`src/verilog/tpc_consts.svh`:
```
// Register offsets, field positions and reset values for the timer block
`ifndef TPC_CONSTS_SVH
`define TPC_CONSTS_SVH
`define TPC_ADDR_W 12
`define TPC_T0_CTL_ADDR 12'hF07
`define TPC_T1_CTL_ADDR 12'hF0F
`define TPC_T0_CNT_ADDR 12'hF00
`define TPC_T1_CNT_ADDR 12'hF08
`define TPC_T0_RLD_ADDR 12'hF02
`define TPC_T1_RLD_ADDR 12'hF0A
`define TPC_T0_PWM_ADDR 12'hF04
`define TPC_T1_PWM_ADDR 12'hF0C
`define TPC_T0_CAP_ADDR 12'hF06
`define TPC_T1_CAP_ADDR 12'hF0E
`define TPC_CTL_RESET 8'h00
`define TPC_RUN_BIT 7
`define TPC_POL_BIT 6
`define TPC_DIV_HI 5
`define TPC_DIV_LO 3
`define TPC_MODE_HI 2
`define TPC_MODE_LO 0
`define TPC_RLD_RESET 8'hFF
`define TPC_NUM_TIMERS 2
`endif

```
`src/verilog/tpc_pkg.sv`:
```
// Types shared by the timer block
package tpc_pkg;
    // Operating modes, encoded in the low three control bits
    typedef enum logic [2:0] {
        TPC_ONESHOT = 3'h0,
        TPC_CONTINUOUS = 3'h1,
        TPC_COUNTER = 3'h2,
        TPC_PWM = 3'h3,
        TPC_CAPTURE = 3'h4
    } tpc_mode_e;
    // Control byte layout
    typedef struct packed {
        logic timerRunEnable;
        logic outputPolaritySelect;
        logic [2:0] clockDividerSelect;
        logic [2:0] operatingModeSelect;
    } tpc_ctl_s;
    // Register file access strobe group
    typedef struct packed {
        logic wrEn;
        logic rdEn;
        logic [11:0] addr;
        logic [7:0] wrData;
    } tpc_bus_s;
endpackage

```
`src/verilog/tpc_timer_core.sv`:
```
// One timer channel: prescaler, counter, output and capture logic
`timescale 1ns/100ps
`include "tpc_consts.svh"
module tpc_timer_core import tpc_pkg::*; #(
    parameter int CNT_W = 8
) (
    // Clock and reset
    input wire logic clk,
    input wire logic rstSync_n,
    // Control and limits
    input tpc_ctl_s ctl,
    input wire logic [CNT_W-1:0] reloadVal,
    input wire logic [CNT_W-1:0] pwmVal,
    input wire logic ctlWritten,
    // Synchronised timer input pin
    input wire logic timerIn,
    // Results
    output logic [CNT_W-1:0] count,
    output logic [CNT_W-1:0] capture,
    output logic timerOut
);
    // Channel state
    typedef struct packed {
        logic [CNT_W-1:0] cnt;
        logic [CNT_W-1:0] cap;
        logic [6:0] pre;
        logic out;
        logic inPrev;
        logic wasRun;
        logic done;
    } tpc_core_s;
    tpc_core_s st_r;
    tpc_core_s st_nxt;
    logic tick; // Prescaled count enable
    logic edgeSeen; // Selected input edge
    logic atLimit; // Count reached reload value
    tpc_mode_e mode;
    // Prescaler tap: divide by 2**select
    function automatic logic divTap(input logic [6:0] pre,
                                    input logic [2:0] sel);
        logic [7:0] lim;
        lim = 8'h01 << sel;
        divTap = ({1'b0, pre} == (lim - 8'h01));
    endfunction
    // Combinational next state
    always_comb begin
        st_nxt = st_r;
        mode = tpc_mode_e'(ctl.operatingModeSelect);
        tick = divTap(st_r.pre, ctl.clockDividerSelect);
        // Rising edge for polarity 0, falling for 1
        edgeSeen = ctl.outputPolaritySelect ? (st_r.inPrev && !timerIn)
                                            : (!st_r.inPrev && timerIn);
        atLimit = (st_r.cnt == reloadVal);
        st_nxt.inPrev = timerIn;
        st_nxt.wasRun = ctl.timerRunEnable;
        if (ctlWritten && !ctl.timerRunEnable) begin
            st_nxt.done = 1'b0;
        end
        if (!ctl.timerRunEnable) begin
            // Stopped: count frozen, prescaler cleared
            st_nxt.pre = 7'h00;
            if (mode == TPC_PWM) begin
                st_nxt.out = ctl.outputPolaritySelect;
            end else if (mode != TPC_COUNTER) begin
                st_nxt.out = ctl.outputPolaritySelect;
            end
        end else begin
            // Prescaler runs every clock while enabled, except in unused mode codes
            st_nxt.pre = tick ? 7'h00 : st_r.pre + 7'h01;
            unique case (mode)
                TPC_COUNTER: begin
                    if (edgeSeen) begin
                        if (atLimit) begin
                            st_nxt.cnt = {{(CNT_W-1){1'b0}}, 1'b1};
                            st_nxt.out = !st_r.out;
                        end else begin
                            st_nxt.cnt = st_r.cnt + 1'b1;
                        end
                    end
                end
                TPC_CAPTURE: begin
                    if (edgeSeen) begin
                        st_nxt.cap = st_r.cnt;
                    end
                    if (tick) begin
                        st_nxt.cnt = atLimit ? {{(CNT_W-1){1'b0}}, 1'b1}
                                             : st_r.cnt + 1'b1;
                    end
                end
                TPC_PWM: begin
                    if (tick) begin
                        if (atLimit) begin
                            st_nxt.cnt = {{(CNT_W-1){1'b0}}, 1'b1};
                            st_nxt.out = ctl.outputPolaritySelect;
                        end else begin
                            st_nxt.cnt = st_r.cnt + 1'b1;
                            if (st_r.cnt + 1'b1 == pwmVal) begin
                                st_nxt.out = !ctl.outputPolaritySelect;
                            end
                        end
                    end
                end
                TPC_ONESHOT: begin
                    if (tick && !st_r.done) begin
                        if (atLimit) begin
                            st_nxt.cnt = {{(CNT_W-1){1'b0}}, 1'b1};
                            st_nxt.out = !st_r.out;
                            st_nxt.done = 1'b1;
                        end else begin
                            st_nxt.cnt = st_r.cnt + 1'b1;
                        end
                    end
                end
                TPC_CONTINUOUS: begin
                    if (tick) begin
                        if (atLimit) begin
                            st_nxt.cnt = {{(CNT_W-1){1'b0}}, 1'b1};
                            st_nxt.out = !st_r.out;
                        end else begin
                            st_nxt.cnt = st_r.cnt + 1'b1;
                        end
                    end
                end
                default: begin
                    // Unused mode codes hold the channel
                    st_nxt.pre = st_r.pre;
                end
            endcase
        end
    end
    // State register
    always_ff @(posedge clk or negedge rstSync_n) begin
        if (!rstSync_n) begin
            st_r <= '0;
        end else begin
            st_r <= st_nxt;
        end
    end
    assign count = st_r.cnt;
    assign capture = st_r.cap;
    assign timerOut = st_r.out;
endmodule

```
`src/verilog/tpc_timer_block.sv`:
```
// Two-timer block with control registers on the register file port
//
// Overview of operation
// - Timer counts only while run enable is set.
// - Control byte: run bit7, polarity bit6, fields.
// - One-shot/continuous: idle output equals polarity, toggles.
// - Counter mode toggles output after each reload.
// - Counter counts rising edge, or falling if polarity.
// - PWM polarity 0: idle low, match high.
// - PWM polarity 1: idle high, match low.
// - Capture polarity 0 captures on rising edge.
// - Capture polarity 1 captures on falling edge.
// - Two timers, control bytes at F07 and F0F.
`timescale 1ns/100ps
`include "tpc_consts.svh"
module tpc_timer_block import tpc_pkg::*; #(
    parameter int CNT_W = 8
) (
    // Clock and reset
    input wire logic clk,
    input wire logic rst_n,
    // Register file port
    input tpc_bus_s bus,
    output logic [7:0] rdData,
    // Timer pins
    input wire logic [1:0] timerInPin,
    output logic [1:0] timerOutPin
);
    // Block state
    typedef struct packed {
        tpc_ctl_s [1:0] ctl;
        logic [1:0][CNT_W-1:0] rld;
        logic [1:0][CNT_W-1:0] pwm;
        logic [1:0] ctlWr;
        logic [7:0] rd;
        logic [1:0] out;
    } tpc_top_s;
    tpc_top_s st_r;
    tpc_top_s st_nxt;
    logic [1:0] rstSync; // Reset release stages
    logic rstSync_n; // Released reset
    logic [1:0] inMeta; // First synchroniser stage
    logic [1:0] inSync; // Second synchroniser stage
    logic [1:0][CNT_W-1:0] cnt; // Live counts
    logic [1:0][CNT_W-1:0] cap; // Captured counts
    logic [1:0] coreOut; // Core outputs
    // Elaboration check on counter width
    if (CNT_W < 2 || CNT_W > 8) begin : gBadWidth
        $error("CNT_W must be 2 to 8");
    end
    // Address of a timer register: channel 0 base or channel 1 base
    function automatic logic [11:0] regAddr(input logic [11:0] base0,
                                            input logic [11:0] base1,
                                            input int ch);
        regAddr = (ch == 0) ? base0 : base1;
    endfunction
    // Reset release through two flops
    always_ff @(posedge clk or negedge rst_n) begin
        if (!rst_n) begin
            rstSync <= 2'h0;
        end else begin
            rstSync <= {rstSync[0], 1'b1};
        end
    end
    assign rstSync_n = rstSync[1];
    // Pin input synchroniser
    always_ff @(posedge clk or negedge rstSync_n) begin
        if (!rstSync_n) begin
            inMeta <= 2'h0;
            inSync <= 2'h0;
        end else begin
            inMeta <= timerInPin;
            inSync <= inMeta;
        end
    end
    // Register writes and reads
    always_comb begin
        st_nxt = st_r;
        st_nxt.ctlWr = 2'h0;
        st_nxt.rd = 8'h00;
        st_nxt.out = coreOut;
        for (int i = 0; i < `TPC_NUM_TIMERS; i++) begin
            if (bus.wrEn) begin
                if (bus.addr == regAddr(`TPC_T0_CTL_ADDR,
                                        `TPC_T1_CTL_ADDR, i)) begin
                    st_nxt.ctl[i] = tpc_ctl_s'(bus.wrData);
                    st_nxt.ctlWr[i] = 1'b1;
                end
                if (bus.addr == regAddr(`TPC_T0_RLD_ADDR,
                                        `TPC_T1_RLD_ADDR, i)) begin
                    st_nxt.rld[i] = bus.wrData[CNT_W-1:0];
                end
                if (bus.addr == regAddr(`TPC_T0_PWM_ADDR,
                                        `TPC_T1_PWM_ADDR, i)) begin
                    st_nxt.pwm[i] = bus.wrData[CNT_W-1:0];
                end
            end
            if (bus.rdEn) begin
                if (bus.addr == regAddr(`TPC_T0_CTL_ADDR,
                                        `TPC_T1_CTL_ADDR, i)) begin
                    st_nxt.rd = st_r.ctl[i];
                end
                if (bus.addr == regAddr(`TPC_T0_CNT_ADDR,
                                        `TPC_T1_CNT_ADDR, i)) begin
                    st_nxt.rd = 8'(cnt[i]);
                end
                if (bus.addr == regAddr(`TPC_T0_RLD_ADDR,
                                        `TPC_T1_RLD_ADDR, i)) begin
                    st_nxt.rd = 8'(st_r.rld[i]);
                end
                if (bus.addr == regAddr(`TPC_T0_PWM_ADDR,
                                        `TPC_T1_PWM_ADDR, i)) begin
                    st_nxt.rd = 8'(st_r.pwm[i]);
                end
                if (bus.addr == regAddr(`TPC_T0_CAP_ADDR,
                                        `TPC_T1_CAP_ADDR, i)) begin
                    st_nxt.rd = 8'(cap[i]);
                end
            end
        end
    end
    // State register, control bytes clear to zero
    always_ff @(posedge clk or negedge rstSync_n) begin
        if (!rstSync_n) begin
            st_r <= '0;
            st_r.rld <= {2{CNT_W'(`TPC_RLD_RESET)}};
        end else begin
            st_r <= st_nxt;
        end
    end
    // Two independent channels
    for (genvar g = 0; g < `TPC_NUM_TIMERS; g++) begin : gTimer
        tpc_timer_core #(.CNT_W(CNT_W)) uCore (
            .clk(clk),
            .rstSync_n(rstSync_n),
            .ctl(st_r.ctl[g]),
            .reloadVal(st_r.rld[g]),
            .pwmVal(st_r.pwm[g]),
            .ctlWritten(st_r.ctlWr[g]),
            .timerIn(inSync[g]),
            .count(cnt[g]),
            .capture(cap[g]),
            .timerOut(coreOut[g])
        );
    end
    assign rdData = st_r.rd;
    assign timerOutPin = st_r.out;
endmodule

```
`config.mk`:
```
export PLATFORM = sky130hd
export DESIGN_NAME = tpc_timer_block
export DESIGN_NICKNAME = d
export VERILOG_FILES = /design/src/verilog/tpc_pkg.sv /design/src/verilog/tpc_timer_core.sv /design/src/verilog/tpc_timer_block.sv
export VERILOG_INCLUDE_DIRS = /design/src /design/src/verilog
export SDC_FILE = /design/constraint.sdc
export NUM_CORES = 1
export LEC_CHECK = 0
export BUFFER_PORTS_ARGS = -buffer_cell sky130_fd_sc_hd__buf_2
export CORE_UTILIZATION = 40
export DETAILED_ROUTE_END_ITERATION = 8
export GPL_ROUTABILITY_DRIVEN = 0
export GPL_TIMING_DRIVEN = 0
export SLEW_MARGIN = 20
export SYNTH_ARGS = -nofsm -noshare
export SYNTH_HDL_FRONTEND = slang
export SYNTH_SLANG_ARGS = --single-unit
```
`constraint.sdc`:
```
create_clock -name clk -period 6.78 [get_ports clk]
set_input_delay 2.034 -clock clk [delete_from_list [all_inputs] [get_ports clk]]
set_output_delay 2.034 -clock clk [all_outputs]
set_load 0.01 [all_outputs]
```
==> summary.md <==
| Metric | Value |
|---|---|
| Status | `complete, no violations` |
| First-pass GRT wire length | `29,100 um` |
| Pins over their slew limit | `0` |
| Total negative slack | `0 ns` |
| Synth warn | `0` |
| Syn_nets | `697` |
| DRT Wirelength | `18,300 um` |
| CTS tree | `built` |
| Share of layout cells above drive strength 1 | `19.9%` |
| EDFF count, synth | `0` |
| Worst VDD drop | `184 uV` |
| GRT Total Usage | `22.6%` |
| Die area | `17,200 um^2` |
| Nets | `751` |
| CTS H-Tree Depth | `4` |
| FILL cells | `1,441` |
| Non-Filler Instances | `950` |
| Clk Latency, worst-skew pair | `0.41 ns` |
| CP max FO | `10` |
| Crit path required time | `7.07 ns` |
| Top-area cell type share of the netlist area | `38.3%` |
| Initial Util | `41.5%` |
| Avg Cell Area, Syn | `9.98 um^2` |
| Post_cts resized | `0` |
| Flop pwr share | `39.5%` |
| Port Buf Inserts | `33` |
| Clk pin slew, worst setup/hold paths | `0.05 ns` |
| # DRC | `0` |
| CP Cell Sequence | `buf_2 > or4_1 > buf_2 > nor4_2 > buf_2 > nand2_1 > o22ai_1 > nor3_1 > a22o_1` |
| Fmax | `242 MHz` |
| Main synth FF type | `dfrtp_1` |
| Die Width | `131 um` |
| Dpl cells | `918` |
| Most common cell in the netlist | `dfrtp_1` |
| Sequential share of the synthesized area | `44.7%` |
| Top cells by count, synth | `102 x dfrtp_1, 49 x nand2_1, 46 x nor2_1` |
| Inserted Diodes | `0` |
| IO Pins | `36` |
| # hold bufs at CTS | `0` |
| Overflow after GRT | `0` |
| Kind of critical path | `input port to flop` |
| Worst path slowest cell | `or4_1` |
| Mapped Cells | `667` |
| Core Region | `16,100 um^2` |
| Clock Skew | `0.00551 ns` |
| Hold slack final | `0.199 ns` |
| P_int | `0.00150 W` |
| Slew HR | `49.2%` |
| Worst Hold Class | `flop to async pin` |
| Row count | `46` |
| Leak pwr | `3.38 nW` |
| Worst path most repeated cell | `buf_2` |
| DR iter-0 viols | `490` |
| Slowest stage delay, CP | `0.50 ns` |
| Area of the mapped netlist | `6660 um^2` |
| Largest area contributor in the netlist | `dfrtp_1` |
| Final setup fails | `0` |
| P per Cell Area | `259 nW/um^2` |
| Max Buffers Root-to-Sink | `2` |
| CTS sink count | `118` |
| Max Cap Violations | `0` |
| Initial antenna violation count | `1` |
| Setup Buffers After CTS | `0` |
| Synth area leaders | `dfrtp_1 38%, mux2_2 6.4%, dfstp_2 6.3%` |
| Die height | `131 um` |
| Crit path DAT | `4.42 ns` |
| CP Capture Type | `flop` |
| Switching pwr | `0.000514 W` |
| CTS Buf Count | `17` |
| Final Hold Vio Count | `0` |
| Via count | `5,615` |
| Dpl ws | `2.27 ns` |
| Crit path time final | `4.13 ns` |
| PnR worst setup slack | `2.65 ns` |
| Logic pwr share | `12.5%` |
| Sw frac | `25.5%` |
| DP Wirelength | `13,300 um` |
| WL per Instance | `19.2 um` |
| Number of vias per cell | `5.91` |
| Vias in the first global route | `5,383` |
| Clock power frac | `47.9%` |
| Post-layout util | `48.5%` |
| First-pass iteration count of the detailed router | `5` |
| CP startpoint kind | `input port` |
| Period utilization | `60.9%` |
| DRT antenna net count | `0` |
| Share of flip-flops with an asynchronous set or reset | `100%` |
| Root Buffer | `clkbuf_16` |
| Number of synthesized register bits | `118` |
| RSZ-0062 raised after global routing | `no` |
| Largest net degree at the start of global routing | `58` |
| Worst slew pin tran | `0.758 ns` |
| Syn-to-layout area delta | `17.0%` |
| Netlist cell types | `74` |
path summary, 6_finish.rpt:
path / startpoint / slack [ns] / cells after the start / endpoint
setup / recovery: bus[13] / 2.65 / 9 / rdData[5]
hold / removal: rstSync[1] / 0.20 / 0 / gTimer[0].uCore.timerOut
setup reg to reg: gTimer[0].uCore.count[6] / 3.91 / 8 / gTimer[0].uCore.timerOut
hold reg to reg: rstSync[1] / 0.20 / 0 / gTimer[0].uCore.timerOut
max in group asynchronous: rst_n / 5.28 / 1 / rstSync[1]
min in group clk: inMeta[0] / 0.35 / 0 / inSync[0]
layer usage:
metal / global-route usage, % / wire length, um / vias to the layer above
met5: 0 / 11 / -
met4: 9.74 / 405 / 2
met3: 4.19 / 1090 / 33
met2: 35.8 / 8520 / 201
met1: 30.2 / 8240 / 2789
li1: - / - / 2590
cell usage in the layout, fill, tap and decap left out, types with 3 or more instances in the layout:
cell	n
clkinv_2	4
nand3_1	28
o21ai_0	31
and3_1	7
o31ai_1	14
nor4_1	3
bufinv_16	4
nand3b_1	7
xnor2_1	30
nand2b_1	9
clkbuf_1	27
nand2_1	49
nor2_1	46
a2bb2oi_1	3
nor2b_1	13
dfstp_2	16
a21oi_1	7
ha_1	4
clkbuf_8	4
buf_1	3
nand4_1	12
dfrtp_1	101
a21o_1	3
mux2_1	19
mux2i_1	4
or4_1	4
or2_1	3
nor3_1	17
mux2_2	38
a221oi_1	17
clkbuf_16	17
o211ai_1	5
a22o_1	13
o21ai_1	32
buf_2	40
inv_1	13
o22ai_1	11
xor2_1	9
a31oi_1	10
logic make-up (layout without fill, tap and decap cells):
family | after synthesis | after routing | share of synthesized area [%]
AND/OR/NAND/NOR | 223 | 223 | 18.4
multiplexers | 61 | 61 | 10.2
buffers and inverters | 50 | 117 | 2.95
AO/OA/AOI/OAI | 171 | 171 | 17.8
flip-flops | 118 | 118 | 44.7
other | 1 | 1 | 0.0563
adder cells (fa/ha/maj) | 4 | 4 | 0.752
XOR/XNOR | 39 | 39 | 5.13
through the flow:
stage | instance area [um^2] | power, W
floorplan | 6660 | 0.000975
global placement | 7090 | 0.00104
detailed placement | 7150 | 0.00106
CTS | 7790 | 0.00203
global route | 7790 | 0.00210
finish | 7790 | 0.00202
area by class of cell:
type                       count  area [um^2]  area share [%]
buffer                        35          140            1.80
clock buffer                  23          488            6.27
clock inverter                 9          148            1.90
inverter                      15         56.3           0.723
multi-input combinational    499         3490            44.8
sequential                   118         2980            38.2
tap                          216          270            3.47
timing repair buffer          35          220            2.83
flip-flops by register name (all words and copies together), names as in the netlist:
register and count:
st_r 50, rdData 8, gTimer.uCore.capture 16, rstSync 2
gTimer.uCore.count 16, gTimer.uCore.timerOut 2, gTimer.uCore.st_r 18, inSync 2
inMeta 2, timerOutPin 2
critical path: cells and delay by family:
kind	cells	cell delay, ns
AO/OA/AOI/OAI	2	0.46
buffers and inverters	3	0.63
AND/OR/NAND/NOR	4	1.29
power by group through the flow:
stage | clock network (W) | logic (W) | registers [W]
after floorplan | 0 | 0.000177 | 0.000798
after global placement | 0 | 0.000226 | 0.000816
after detailed placement | 0 | 0.000251 | 0.000808
after CTS | 0.000980 | 0.000253 | 0.000797
after global routing | 0.00101 | 0.000285 | 0.000803
final | 0.000967 | 0.000253 | 0.000798
(Power assumes the default switching activity.)
